### config.mk
export PLATFORM = sky130hd
export DESIGN_NAME = uafc_serial_port
export DESIGN_NICKNAME = d
export VERILOG_FILES = /design/src/pkg/uafc_pkg.sv /design/src/core/uafc_serial_port.sv
export VERILOG_INCLUDE_DIRS = /design/src /design/src/pkg
export SDC_FILE = /design/constraint.sdc
export NUM_CORES = 2
export LEC_CHECK = 0
export CAP_MARGIN = 20
export CORE_MARGIN = 3
export CORE_UTILIZATION = 45
export CTS_BUF_LIST = sky130_fd_sc_hd__clkbuf_4
export CTS_CLUSTER_DIAMETER = 100
export DETAILED_ROUTE_END_ITERATION = 16
export DONT_BUFFER_PORTS = 1
export PLACE_DENSITY_LB_ADDON = 0.25
export SYNTH_ARGS = -nofsm -noshare
export SYNTH_HDL_FRONTEND = slang
export SYNTH_SLANG_ARGS = --single-unit
### constraint.sdc
create_clock -name pclk -period 6.1 [get_ports pclk]
set_input_delay 1.22 -clock pclk [delete_from_list [all_inputs] [get_ports pclk]]
set_output_delay 1.22 -clock pclk [all_outputs]
set_load 0.01 [all_outputs]
### src/pkg/uafc_defines.svh
// register offsets, field values, defaults and line characters of the serial port block
// assumes a 32-bit apb slave with byte addresses in the low eight address bits
`ifndef UAFC_DEFINES_SVH
`define UAFC_DEFINES_SVH

// ****************************************************************
// register byte offsets
// ****************************************************************
`define UAFC_OFF_CFG_PEND 8'h00
`define UAFC_OFF_CFG_ACT 8'h04
`define UAFC_OFF_THR_PEND 8'h08
`define UAFC_OFF_THR_ACT 8'h0C
`define UAFC_OFF_COMMIT 8'h10
`define UAFC_OFF_ERR 8'h14
`define UAFC_OFF_TXDATA 8'h18
`define UAFC_OFF_RXDATA 8'h1C
`define UAFC_OFF_STATUS 8'h20
`define UAFC_OFF_QSEL 8'h24
`define UAFC_OFF_QRES 8'h28

// ****************************************************************
// rates, widths, thresholds, codes
// ****************************************************************
`define UAFC_RATE0 32'd300
`define UAFC_RATE1 32'd600
`define UAFC_RATE2 32'd1200
`define UAFC_RATE3 32'd2400
`define UAFC_RATE4 32'd4800
`define UAFC_RATE5 32'd9600
`define UAFC_RATE6 32'd19200
`define UAFC_BAUD_SEL_MAX 3'h6
`define UAFC_BAUD_SEL_DEF 3'h5
`define UAFC_BITS_MIN 4'h7
`define UAFC_BITS_MAX 4'h8
`define UAFC_THR_MIN 16'h0001
`define UAFC_START_DEF 16'h000A
`define UAFC_STOP_DEF 16'h0041
`define UAFC_CHAR_RESUME 8'h11
`define UAFC_CHAR_PAUSE 8'h13
`define UAFC_ERR_CODE 32'hFFFFFF22
`define UAFC_Q_CUR 2'h0
`define UAFC_Q_MAX 2'h1
`define UAFC_Q_MIN 2'h2
`define UAFC_ITEM_BAUD 2'h0
`define UAFC_ITEM_BITS 2'h1
`define UAFC_ITEM_START 2'h2
`define UAFC_ITEM_STOP 2'h3

`endif

### src/pkg/uafc_pkg.sv
// types shared by the serial port configuration block
// assumes uafc_defines.svh for all numeric values
package uafc_pkg;

   typedef enum logic [1:0] {
      MODE_ON = 2'b00,
      MODE_OFF = 2'b01,
      MODE_MODEM = 2'b10,
      MODE_BUFFULL = 2'b11
   } uafc_mode_type;

   typedef enum logic [2:0] {
      PAR_NONE = 3'b000,
      PAR_EVEN = 3'b001,
      PAR_ODD = 3'b010,
      PAR_ZERO = 3'b011,
      PAR_ONE = 3'b100
   } uafc_parity_type;

   // bit 15 at the top: dtr[15:14] rts[13:12] receive_pacing[11] stop2[10] parity[9:7]
   // data_bits[6:3] baud[2:0]
   typedef struct packed {
      uafc_mode_type dtr_mode;
      uafc_mode_type rts_mode;
      logic receive_pacing;
      logic stop2;
      logic [2:0] parity;
      logic [3:0] data_bits;
      logic [2:0] baud;
   } uafc_cfg_type;

   typedef enum logic [2:0] {
      TX_IDLE = 3'b000,
      TX_START = 3'b001,
      TX_DATA = 3'b010,
      TX_PAR = 3'b011,
      TX_STOP = 3'b100
   } uafc_tx_state_type;

   typedef enum logic [2:0] {
      RX_IDLE = 3'b000,
      RX_START = 3'b001,
      RX_DATA = 3'b010,
      RX_PAR = 3'b011,
      RX_STOP = 3'b100
   } uafc_rx_state_type;

endpackage

### src/core/uafc_serial_port.sv
// serial port with staged configuration, rts/dtr handshake modes and receive pacing
// assumes one 20 mhz clock, apb master, rxd/cts/dsr already synchronous to pclk
//
// Notes on behaviour
// - rts mode on holds the line high, off holds it low, whatever traffic
// - modem mode: rts high while output pending; send data only while cts high
// - buffer-full mode: rts high while fill below halt threshold, low at it
// - handshake settings take effect only when the commit write ends the message
// - cold boot puts rts mode to on
// - instrument reset leaves every serial setting untouched
// - baud defaults to 9600; range 300 to 19200
// - unsupported baud raises error -222 and the old rate stays
// - data width only 7 or 8; anything else is an error
// - 7 bits no parity 1 stop and 8 bits parity 2 stop are refused
// - cold boot sets 8 data bits
// - pacing sends pause at halt threshold, resume at resume threshold
// - resume character 0x11, pause character 0x13
// - cold boot turns receive pacing on
// - resume threshold accepts 1 up to the buffer capacity
// - thresholds act only under pacing or buffer-full mode
// - default thresholds 10 and 65 for the built-in size
// - max query of resume threshold returns buffer capacity
// - queries give current, max or min by qualifier
// - rts mode reads back as one of four codes
// - dtr has the same four modes; modem mode sends only while dsr high
// - cold boot: no parity, one stop bit, dtr on
//
// Decided for this implementation: the address map and the APB register port.
`timescale 1ns/100ps
`include "uafc_defines.svh"

module uafc_serial_port import uafc_pkg::*; #(
   parameter int CLK_HZ = 20000000,
   parameter int BUF_DEPTH = 99,
   parameter int CNT_W = 17
) (
   input wire logic pclk,
   input wire logic presetn,
   input wire logic [7:0] paddr,
   input wire logic psel,
   input wire logic penable,
   input wire logic pwrite,
   input wire logic [31:0] pwdata,
   output logic [31:0] prdata,
   output logic pready,
   output logic pslverr,
   input wire logic instr_reset,
   output logic txd,
   input wire logic rxd,
   output logic rts,
   output logic dtr,
   input wire logic cts,
   input wire logic dsr
);

   localparam int PTR_W = (BUF_DEPTH > 1) ? $clog2(BUF_DEPTH) : 1;

   // ****************************************************************
   // elaboration checks
   // ****************************************************************
   if (BUF_DEPTH < 1 || BUF_DEPTH > 8192) begin : g_bad_depth
      $error("buffer depth out of range");
   end
   if (CLK_HZ / 300 >= (1 << CNT_W) || CLK_HZ / 19200 < 4) begin : g_bad_clk
      $error("clock rate does not fit the bit counter");
   end

   typedef struct packed {
      uafc_cfg_type act;
      uafc_cfg_type pend;
      logic [15:0] act_start;
      logic [15:0] act_stop;
      logic [15:0] pend_start;
      logic [15:0] pend_stop;
      logic err;
      logic [3:0] qsel;
      logic [7:0] tx_hold;
      logic tx_full;
      uafc_tx_state_type tx_st;
      logic [7:0] tx_sh;
      logic tx_par;
      logic [3:0] tx_bit;
      logic [CNT_W-1:0] tx_cnt;
      logic txd;
      logic xon_req;
      logic xoff_req;
      logic paused;
      uafc_rx_state_type rx_st;
      logic [CNT_W-1:0] rx_cnt;
      logic [3:0] rx_bit;
      logic [7:0] rx_sh;
      logic ovf;
      logic [BUF_DEPTH-1:0][7:0] mem;
      logic [PTR_W-1:0] wptr;
      logic [PTR_W-1:0] rptr;
      logic [15:0] fill;
      logic [31:0] prdata;
   } uafc_state_type;

   localparam uafc_cfg_type CFG_COLD = '{
      dtr_mode: MODE_ON,
      rts_mode: MODE_ON,
      receive_pacing: 1'b1,
      stop2: 1'b0,
      parity: PAR_NONE,
      data_bits: `UAFC_BITS_MAX,
      baud: `UAFC_BAUD_SEL_DEF
   };
   localparam logic [15:0] DEPTH16 = 16'(BUF_DEPTH);
   localparam logic [PTR_W-1:0] PTR_LAST = PTR_W'(BUF_DEPTH - 1);

   uafc_state_type s_r;
   uafc_state_type s_nxt;

   // ****************************************************************
   // helpers
   // ****************************************************************
   function automatic logic [31:0] rate_of(input logic [2:0] sel);
      case (sel)
         3'h0: rate_of = `UAFC_RATE0;
         3'h1: rate_of = `UAFC_RATE1;
         3'h2: rate_of = `UAFC_RATE2;
         3'h3: rate_of = `UAFC_RATE3;
         3'h4: rate_of = `UAFC_RATE4;
         3'h6: rate_of = `UAFC_RATE6;
         default: rate_of = `UAFC_RATE5;
      endcase
   endfunction

   // bit period in clocks; constant quotients only, no run-time divider
   function automatic logic [CNT_W-1:0] div_of(input logic [2:0] sel);
      case (sel)
         3'h0: div_of = CNT_W'(CLK_HZ / `UAFC_RATE0);
         3'h1: div_of = CNT_W'(CLK_HZ / `UAFC_RATE1);
         3'h2: div_of = CNT_W'(CLK_HZ / `UAFC_RATE2);
         3'h3: div_of = CNT_W'(CLK_HZ / `UAFC_RATE3);
         3'h4: div_of = CNT_W'(CLK_HZ / `UAFC_RATE4);
         3'h6: div_of = CNT_W'(CLK_HZ / `UAFC_RATE6);
         default: div_of = CNT_W'(CLK_HZ / `UAFC_RATE5);
      endcase
   endfunction

   // handshake line level for one of the four modes
   function automatic logic line_of(input uafc_mode_type m, input logic pending,
                                    input logic below_halt);
      case (m)
         MODE_ON: line_of = 1'b1;
         MODE_OFF: line_of = 1'b0;
         MODE_MODEM: line_of = pending;
         default: line_of = below_halt;
      endcase
   endfunction

   function automatic logic thr_ok(input logic [15:0] v);
      thr_ok = (v >= `UAFC_THR_MIN) && (v <= DEPTH16);
   endfunction

   function automatic logic addr_ok(input logic [7:0] a);
      if (a == `UAFC_OFF_CFG_PEND) addr_ok = 1'b1;
      else if (a == `UAFC_OFF_CFG_ACT) addr_ok = 1'b1;
      else if (a == `UAFC_OFF_THR_PEND) addr_ok = 1'b1;
      else if (a == `UAFC_OFF_THR_ACT) addr_ok = 1'b1;
      else if (a == `UAFC_OFF_COMMIT) addr_ok = 1'b1;
      else if (a == `UAFC_OFF_ERR) addr_ok = 1'b1;
      else if (a == `UAFC_OFF_TXDATA) addr_ok = 1'b1;
      else if (a == `UAFC_OFF_RXDATA) addr_ok = 1'b1;
      else if (a == `UAFC_OFF_STATUS) addr_ok = 1'b1;
      else if (a == `UAFC_OFF_QSEL) addr_ok = 1'b1;
      else addr_ok = (a == `UAFC_OFF_QRES);
   endfunction

   // ****************************************************************
   // combinational view of the current state
   // ****************************************************************
   logic [CNT_W-1:0] div;
   logic tx_tick;
   logic rx_mid;
   logic rx_tick;
   logic flow_ok;
   logic tx_pending;
   logic below_halt;
   logic access;
   logic [3:0] last_bit;
   logic [7:0] tx_mask;
   logic [31:0] qres;

   always_comb begin
      div = div_of(s_r.act.baud);
      tx_tick = (s_r.tx_cnt == div - CNT_W'(1));
      rx_tick = (s_r.rx_cnt == div - CNT_W'(1));
      rx_mid = (s_r.rx_cnt == (div >> 1));
      flow_ok = (s_r.act.rts_mode != MODE_MODEM || cts)
             && (s_r.act.dtr_mode != MODE_MODEM || dsr);
      tx_pending = s_r.tx_full || (s_r.tx_st != TX_IDLE);
      below_halt = (s_r.fill < s_r.act_stop);
      access = psel && penable;
      last_bit = s_r.act.data_bits - 4'h1;
      tx_mask = (s_r.act.data_bits == `UAFC_BITS_MIN) ? 8'h7F : 8'hFF;
   end

   // query result: current, max or min of one setting
   always_comb begin
      qres = 32'h00000000;
      case (s_r.qsel[1:0])
         `UAFC_ITEM_BAUD: begin
            if (s_r.qsel[3:2] == `UAFC_Q_MAX) qres = `UAFC_RATE6;
            else if (s_r.qsel[3:2] == `UAFC_Q_MIN) qres = `UAFC_RATE0;
            else qres = rate_of(s_r.act.baud);
         end
         `UAFC_ITEM_BITS: begin
            if (s_r.qsel[3:2] == `UAFC_Q_MAX) qres = 32'(`UAFC_BITS_MAX);
            else if (s_r.qsel[3:2] == `UAFC_Q_MIN) qres = 32'(`UAFC_BITS_MIN);
            else qres = 32'(s_r.act.data_bits);
         end
         default: begin
            if (s_r.qsel[3:2] == `UAFC_Q_MAX) qres = 32'(DEPTH16);
            else if (s_r.qsel[3:2] == `UAFC_Q_MIN) qres = 32'(`UAFC_THR_MIN);
            else if (s_r.qsel[1:0] == `UAFC_ITEM_START) qres = 32'(s_r.act_start);
            else qres = 32'(s_r.act_stop);
         end
      endcase
   end

   // ****************************************************************
   // next state
   // ****************************************************************
   always_comb begin
      logic baud_ok;
      logic frame_ok;
      logic push;
      logic pop;
      logic [7:0] rx_byte;
      baud_ok = 1'b0;
      frame_ok = 1'b0;
      push = 1'b0;
      pop = 1'b0;
      rx_byte = 8'h00;
      s_nxt = s_r;
      pready = !(access && pwrite && paddr == `UAFC_OFF_TXDATA && s_r.tx_full);
      pslverr = access && !addr_ok(paddr);

      // transmitter; pacing characters bypass cts/dsr so a pause always goes out
      if (s_r.tx_st != TX_IDLE) begin
         s_nxt.tx_cnt = tx_tick ? '0 : s_r.tx_cnt + CNT_W'(1);
      end
      case (s_r.tx_st)
         TX_IDLE: begin
            s_nxt.txd = 1'b1;
            s_nxt.tx_cnt = '0;
            if (s_r.xoff_req || s_r.xon_req) begin
               s_nxt.tx_sh = s_r.xoff_req ? `UAFC_CHAR_PAUSE : `UAFC_CHAR_RESUME;
               s_nxt.xoff_req = 1'b0;
               s_nxt.xon_req = 1'b0;
               s_nxt.tx_st = TX_START;
               s_nxt.txd = 1'b0;
            end else if (s_r.tx_full && flow_ok) begin
               s_nxt.tx_sh = s_r.tx_hold & tx_mask;
               s_nxt.tx_full = 1'b0;
               s_nxt.tx_st = TX_START;
               s_nxt.txd = 1'b0;
            end
         end
         TX_START: begin
            if (tx_tick) begin
               s_nxt.tx_st = TX_DATA;
               s_nxt.tx_bit = 4'h0;
               s_nxt.txd = s_r.tx_sh[0];
               case (uafc_parity_type'(s_r.act.parity))
                  PAR_EVEN: s_nxt.tx_par = ^s_r.tx_sh;
                  PAR_ODD: s_nxt.tx_par = ~^s_r.tx_sh;
                  PAR_ONE: s_nxt.tx_par = 1'b1;
                  default: s_nxt.tx_par = 1'b0;
               endcase
            end
         end
         TX_DATA: begin
            if (tx_tick) begin
               s_nxt.tx_sh = s_r.tx_sh >> 1;
               s_nxt.tx_bit = s_r.tx_bit + 4'h1;
               s_nxt.txd = s_r.tx_sh[1];
               if (s_r.tx_bit == last_bit) begin
                  s_nxt.tx_bit = 4'h0;
                  if (s_r.act.parity != PAR_NONE) begin
                     s_nxt.tx_st = TX_PAR;
                     s_nxt.txd = s_r.tx_par;
                  end else begin
                     s_nxt.tx_st = TX_STOP;
                     s_nxt.txd = 1'b1;
                  end
               end
            end
         end
         TX_PAR: begin
            if (tx_tick) begin
               s_nxt.tx_st = TX_STOP;
               s_nxt.txd = 1'b1;
            end
         end
         default: begin
            if (tx_tick) begin
               if (s_r.act.stop2 && s_r.tx_bit == 4'h0) begin
                  s_nxt.tx_bit = 4'h1;
               end else begin
                  s_nxt.tx_st = TX_IDLE;
               end
            end
         end
      endcase

      // receiver samples each bit at its middle
      s_nxt.rx_cnt = (rx_tick || s_r.rx_st == RX_IDLE) ? '0 : s_r.rx_cnt + CNT_W'(1);
      case (s_r.rx_st)
         RX_IDLE: begin
            if (!rxd) s_nxt.rx_st = RX_START;
         end
         RX_START: begin
            if (rx_mid) begin
               s_nxt.rx_cnt = '0;
               s_nxt.rx_bit = 4'h0;
               s_nxt.rx_st = rxd ? RX_IDLE : RX_DATA;
            end
         end
         RX_DATA: begin
            if (rx_tick) begin
               s_nxt.rx_sh = {rxd, s_r.rx_sh[7:1]};
               s_nxt.rx_bit = s_r.rx_bit + 4'h1;
               if (s_r.rx_bit == last_bit) begin
                  s_nxt.rx_st = (s_r.act.parity != PAR_NONE) ? RX_PAR : RX_STOP;
               end
            end
         end
         RX_PAR: begin
            if (rx_tick) s_nxt.rx_st = RX_STOP;
         end
         default: begin
            if (rx_tick) begin
               s_nxt.rx_st = RX_IDLE;
               rx_byte = (s_r.act.data_bits == `UAFC_BITS_MIN) ? {1'b0, s_r.rx_sh[7:1]}
                                                              : s_r.rx_sh;
               if (rxd && s_r.fill < DEPTH16) push = 1'b1;
               else if (rxd) s_nxt.ovf = 1'b1;
            end
         end
      endcase

      // apb: read data latched in the setup cycle, effects at the completing edge
      if (psel && !penable) begin
         if (paddr == `UAFC_OFF_CFG_PEND) s_nxt.prdata = 32'(s_r.pend);
         else if (paddr == `UAFC_OFF_CFG_ACT) s_nxt.prdata = 32'(s_r.act);
         else if (paddr == `UAFC_OFF_THR_PEND) s_nxt.prdata = {s_r.pend_stop, s_r.pend_start};
         else if (paddr == `UAFC_OFF_THR_ACT) s_nxt.prdata = {s_r.act_stop, s_r.act_start};
         else if (paddr == `UAFC_OFF_ERR) s_nxt.prdata = s_r.err ? `UAFC_ERR_CODE : '0;
         else if (paddr == `UAFC_OFF_RXDATA) s_nxt.prdata = {23'h0, s_r.fill != 16'h0,
                                                            s_r.mem[s_r.rptr]};
         else if (paddr == `UAFC_OFF_STATUS) s_nxt.prdata = {11'h0, s_r.paused, s_r.ovf,
                                                            tx_pending, dtr, rts, s_r.fill};
         else if (paddr == `UAFC_OFF_QSEL) s_nxt.prdata = {28'h0, s_r.qsel};
         else if (paddr == `UAFC_OFF_QRES) s_nxt.prdata = qres;
         else s_nxt.prdata = '0;
      end
      if (access && pready && !pwrite && paddr == `UAFC_OFF_RXDATA && s_r.fill != 16'h0) begin
         pop = 1'b1;
      end
      if (access && pready && pwrite) begin
         if (paddr == `UAFC_OFF_CFG_PEND) begin
            s_nxt.pend = uafc_cfg_type'(pwdata[15:0]);
         end else if (paddr == `UAFC_OFF_THR_PEND) begin
            s_nxt.pend_start = pwdata[15:0];
            s_nxt.pend_stop = pwdata[31:16];
         end else if (paddr == `UAFC_OFF_ERR) begin
            s_nxt.err = 1'b0;
         end else if (paddr == `UAFC_OFF_TXDATA) begin
            s_nxt.tx_hold = pwdata[7:0];
            s_nxt.tx_full = 1'b1;
         end else if (paddr == `UAFC_OFF_QSEL) begin
            s_nxt.qsel = pwdata[3:0];
         end else if (paddr == `UAFC_OFF_COMMIT) begin
            // end of message: staged settings go live, bad groups keep the old value
            baud_ok = (s_r.pend.baud <= `UAFC_BAUD_SEL_MAX);
            frame_ok = (s_r.pend.data_bits == `UAFC_BITS_MIN
                     || s_r.pend.data_bits == `UAFC_BITS_MAX)
                     && (s_r.pend.parity <= PAR_ONE)
                     && !(s_r.pend.data_bits == `UAFC_BITS_MIN
                          && s_r.pend.parity == PAR_NONE && !s_r.pend.stop2)
                     && !(s_r.pend.data_bits == `UAFC_BITS_MAX
                          && s_r.pend.parity != PAR_NONE && s_r.pend.stop2);
            s_nxt.act.rts_mode = s_r.pend.rts_mode;
            s_nxt.act.dtr_mode = s_r.pend.dtr_mode;
            s_nxt.act.receive_pacing = s_r.pend.receive_pacing;
            if (baud_ok) s_nxt.act.baud = s_r.pend.baud;
            if (frame_ok) begin
               s_nxt.act.data_bits = s_r.pend.data_bits;
               s_nxt.act.parity = s_r.pend.parity;
               s_nxt.act.stop2 = s_r.pend.stop2;
            end
            if (thr_ok(s_r.pend_start) && thr_ok(s_r.pend_stop)) begin
               s_nxt.act_start = s_r.pend_start;
               s_nxt.act_stop = s_r.pend_stop;
            end
            // error is set here; a clear is a separate error-register write, so set and clear never fall in one cycle
            if (!baud_ok || !frame_ok || !thr_ok(s_r.pend_start) || !thr_ok(s_r.pend_stop)) begin
               s_nxt.err = 1'b1;
            end
         end
      end

      // receive buffer
      if (push) begin
         s_nxt.mem[s_r.wptr] = rx_byte;
         s_nxt.wptr = (s_r.wptr == PTR_LAST) ? '0 : s_r.wptr + PTR_W'(1);
      end
      if (pop) s_nxt.rptr = (s_r.rptr == PTR_LAST) ? '0 : s_r.rptr + PTR_W'(1);
      s_nxt.fill = s_r.fill + {15'h0, push} - {15'h0, pop};

      // receive pacing on the buffer fill
      if (!s_r.act.receive_pacing) begin
         s_nxt.paused = 1'b0;
         s_nxt.xoff_req = 1'b0;
         s_nxt.xon_req = 1'b0;
      end else if (!s_r.paused && s_r.fill >= s_r.act_stop) begin
         s_nxt.paused = 1'b1;
         s_nxt.xoff_req = 1'b1;
         s_nxt.xon_req = 1'b0;
      end else if (s_r.paused && s_r.fill <= s_r.act_start) begin
         s_nxt.paused = 1'b0;
         s_nxt.xon_req = 1'b1;
         s_nxt.xoff_req = 1'b0;
      end

      // instrument reset clears traffic only; settings stay as they are
      if (instr_reset) begin
         s_nxt.tx_st = TX_IDLE;
         s_nxt.txd = 1'b1;
         s_nxt.tx_full = 1'b0;
         s_nxt.xon_req = 1'b0;
         s_nxt.xoff_req = 1'b0;
         s_nxt.paused = 1'b0;
         s_nxt.rx_st = RX_IDLE;
         s_nxt.wptr = '0;
         s_nxt.rptr = '0;
         s_nxt.fill = '0;
         s_nxt.ovf = 1'b0;
      end
   end

   // ****************************************************************
   // state register; presetn is the cold boot
   // ****************************************************************
   always_ff @(posedge pclk or negedge presetn) begin
      if (!presetn) begin
         s_r <= '0;
         s_r.act <= CFG_COLD;
         s_r.pend <= CFG_COLD;
         s_r.act_start <= `UAFC_START_DEF;
         s_r.act_stop <= `UAFC_STOP_DEF;
         s_r.pend_start <= `UAFC_START_DEF;
         s_r.pend_stop <= `UAFC_STOP_DEF;
         s_r.txd <= 1'b1;
      end else begin
         s_r <= s_nxt;
      end
   end

   always_comb begin
      prdata = s_r.prdata;
      txd = s_r.txd;
      rts = line_of(s_r.act.rts_mode, tx_pending, below_halt);
      dtr = line_of(s_r.act.dtr_mode, tx_pending, below_halt);
   end

endmodule

==> flow_summary.toml <==
[placement]
post-place-cells = 5969
place_congestion = 0.938
dpl.hpwl_um = 88900
port_buffers = 0

[pwr]
max-vdd-ir-drop_v = 0.000186
seq_power_share_pct = 49.7
power_frac_comb_pct = 6.1
p_sw_w = 0.00356
p_per_area_nw_per_um2 = 259
internal_power_w = 0.0105
switching_share_pct = 25.3
clockPowerShare_pct = 44.3
p_leak_nw = 23.1

[job]
drv_cap = 0

[clocking]
clk_pin_slew_ns = 0.07
cts.sinks = 1034
h-tree-depth = 5
cts_tree = "done"
clk_latency_ns = 1.24
root_buffer = "clkbuf_4"
cts_made_buffers = 297
clockBufferDepth = 4

[floorplan]
floorplan.io_pins = 86
die_h_um = 339
die_area_sq_um = 115000
die_w_um = 339
rows = 121
initial_utilization_pct = 45.5
core_area_sq_um = 109000

[setup_path]
crit_start = "s_r[1018]$_DFFE_PN1P_"
end_kind = "register"
r2r_start = "s_r[1018]$_DFFE_PN1P_"
crit_type = "register to register"
crit_arrival_ns = 6.67
start_kind = "register"
worstPathRequired_ns = 7.09
crit_fanout = 23

[logic_synthesis]
synthTopCellsByArea = "dfrtp_1 (51%), mux4_2 (9.9%), o21ai_0 (9.3%)"
syn_inst = 4838
synth_area_per_cell_sq_um = 10.3
synth_ff_type = "dfrtp_1"
yosys.cell_count.top_type = "dfrtp_1"
synth_top_cell_by_area = "dfrtp_1"
ys_types = 83
synthesis.nets = 4959
async_flop_share_pct = 100
synth_edf_count = 0
seq_area_frac_synth_pct = 52.0
ys_top_cells_by_count = "dfrtp_1 (1017), nand2_1 (944), o21ai_0 (927), clkbuf_1 (315), mux4_2 (219)"
netlist.area_leader.share_pct = 51.2
syn_area_sq_um = 49800
ys_warn_count = 0
synth_seq_cells = 1034

[cells_and_area]
area_growth_pct = 9.44
layout-drive-gt1-share_pct = 17.9
final_cell_count_no_fill = 6482
nets = 4929
n_fill_cell = 10300

[grt]
grt.total_usage_pct = 24.7
grt_max_degree = 1035
antenna_found_initial = 6
grt_first_pass_wirelength_um = 222000
grt-ovfl-total = 0
grt_pass1_vias = 36800

[timing]
worst-slew-pin-transition_ns = 1.15
setup_viol = 0
hold_viol = 0
finalCriticalPeriod_ns = 5.68
report.final.slew_viol_count = 0
max_freq_ghz = 0.176
finalClockSkew_ns = 0.185
slew_headroom_pct = 23.1
rsz0062_at_grt = "no"
setup_tns_ns = 0
fin_crit_sh_pct = 93.1

[routing]
wirelength_um = 141000
wl_met1_um = 62400
drt_pass1_iterations = 8
drt_iter0_drc = 3066
wl_met3_um = 9570
drc = 0
dr_total_vias = 37200
drtAntennaViolNets = 0
highest_layer = "met5"
via_per_inst = 5.75
avgRoutedWirePerCell_um = 21.7
wl_met2_um = 63800

[hold_path]
hold_path_class = "input port to async pin"

[outcome]
status = "completed"
==> registers in the layout, indices dropped and copies added (netlist names) <==
name / cells
s_r: 1001
prdata: 32
txd: 1
==> logic make-up after synthesis <==
kind of cell    share of synthesized area (%)
simple gates                             13.4
compound gates                           14.1
flops                                    52.0
buf+inv                                  4.04
mux                                      13.2
fa+ha+maj                                1.89
xor+xnor                                 1.33
==> per-stage QoR <==
| step | power [W] | utilization, % | setup slack (ns) | instance area, sq um | hold WS, ns |
|---|---|---|---|---|---|
| after detailed placement | 0.00782 | 46.3 | 0.503 | 50600 | 0.465 |
| final | 0.0141 | 49.8 | 0.420 | 54400 | 0.108 |
| after floorplan | 0.00762 | - | 0.691 | 49800 | 0.445 |
| after global placement | 0.00781 | 46.2 | 0.601 | 50500 | 0.456 |
| after CTS | 0.0141 | 49.6 | 0.453 | 54300 | -0.347 |
| after global routing | 0.0148 | 49.8 | 0.0855 | 54400 | 0.0504 |
==> power by group through the flow <==
stage	clock, W	combinational (W)	sequential [W]
after floorplan	0	0.000545	0.00707
after global placement	0	0.000687	0.00712
after detailed placement	0	0.000698	0.00712
after CTS	0.00642	0.000709	0.00699
after global routing	0.00684	0.000972	0.00700
final	0.00624	0.000853	0.00700
==> final timing paths <==
kind / depth (start not counted) / slack, ns / endpoint
worst max-delay path: 21 / 0.42 / s_r[46]$_DFF_PN0_
worst max register to register: 21 / 0.42 / s_r[46]$_DFF_PN0_
worst min register to register: 2 / 0.47 / s_r[700]$_DFFE_PN0P_
min in group pclk: 1 / 0.13 / s_r[926]$_DFFE_PN0P_
max in group asynchronous: 3 / 3.32 / s_r[413]$_DFFE_PN0P_
worst min-delay path: 1 / 0.11 / s_r[220]$_DFFE_PN0P_
==> what timing repair did <==
item	4_1_cts	5_1_grt
hold endpoints to repair	1032	46
hold buffers	7	2
resized for setup	0	0
setup buffers	0	0
==> placed cells by master, fill, tap and decap left out, drive strengths merged, types with 71 or more instances in the layout <==
cell type / count
ha: 71
nand3: 106
mux4: 219
nor2: 187
o21ai: 928
nand2: 944
a21oi: 107
dfrtp: 1017
inv: 91
mux2: 88
clkbuf: 433
==> critical path: stages (launching register included) <==
cell       delay (ns)
dfstp_2          0.80
nor2b_1          0.19
nand2_1          0.17
nand2_1          0.07
ha_1             0.33
xnor2_1          0.14
a2111oi_0        0.35
o211ai_1         0.31
nor4_1           0.57
nand3_1          0.15
ha_1             0.32
inv_1            0.04
ha_1             0.21
fa_1             0.44
a211o_1          0.30
a31oi_1          0.20
o21ai_0          0.15
a21oi_1          0.19
a221oi_1         0.14
a31oi_1          0.23
xor2_1           0.18
nor2_1           0.05
==> final cells by class <==
type                       count  area (sq um)  area share, %
antenna                        3          7.51         0.0138
clock buffer                 431          3240           5.94
clock inverter                63           324          0.595
inverter                      83           312          0.572
multi-input combinational   3314         22000           40.3
sequential                  1034         25900           47.6
tap                         1476          1850           3.39
timing repair buffer          78           852           1.56
==> metal layers <==
layer | vias up | GRT usage [%]
met5 | - | 0
met4 | 2 | 10.1
met3 | 283 | 5.54
met2 | 1258 | 37.3
met1 | 18500 | 34.7
li1 | 17200 | -
No activity file was read; power rests on OpenSTA's default activity.
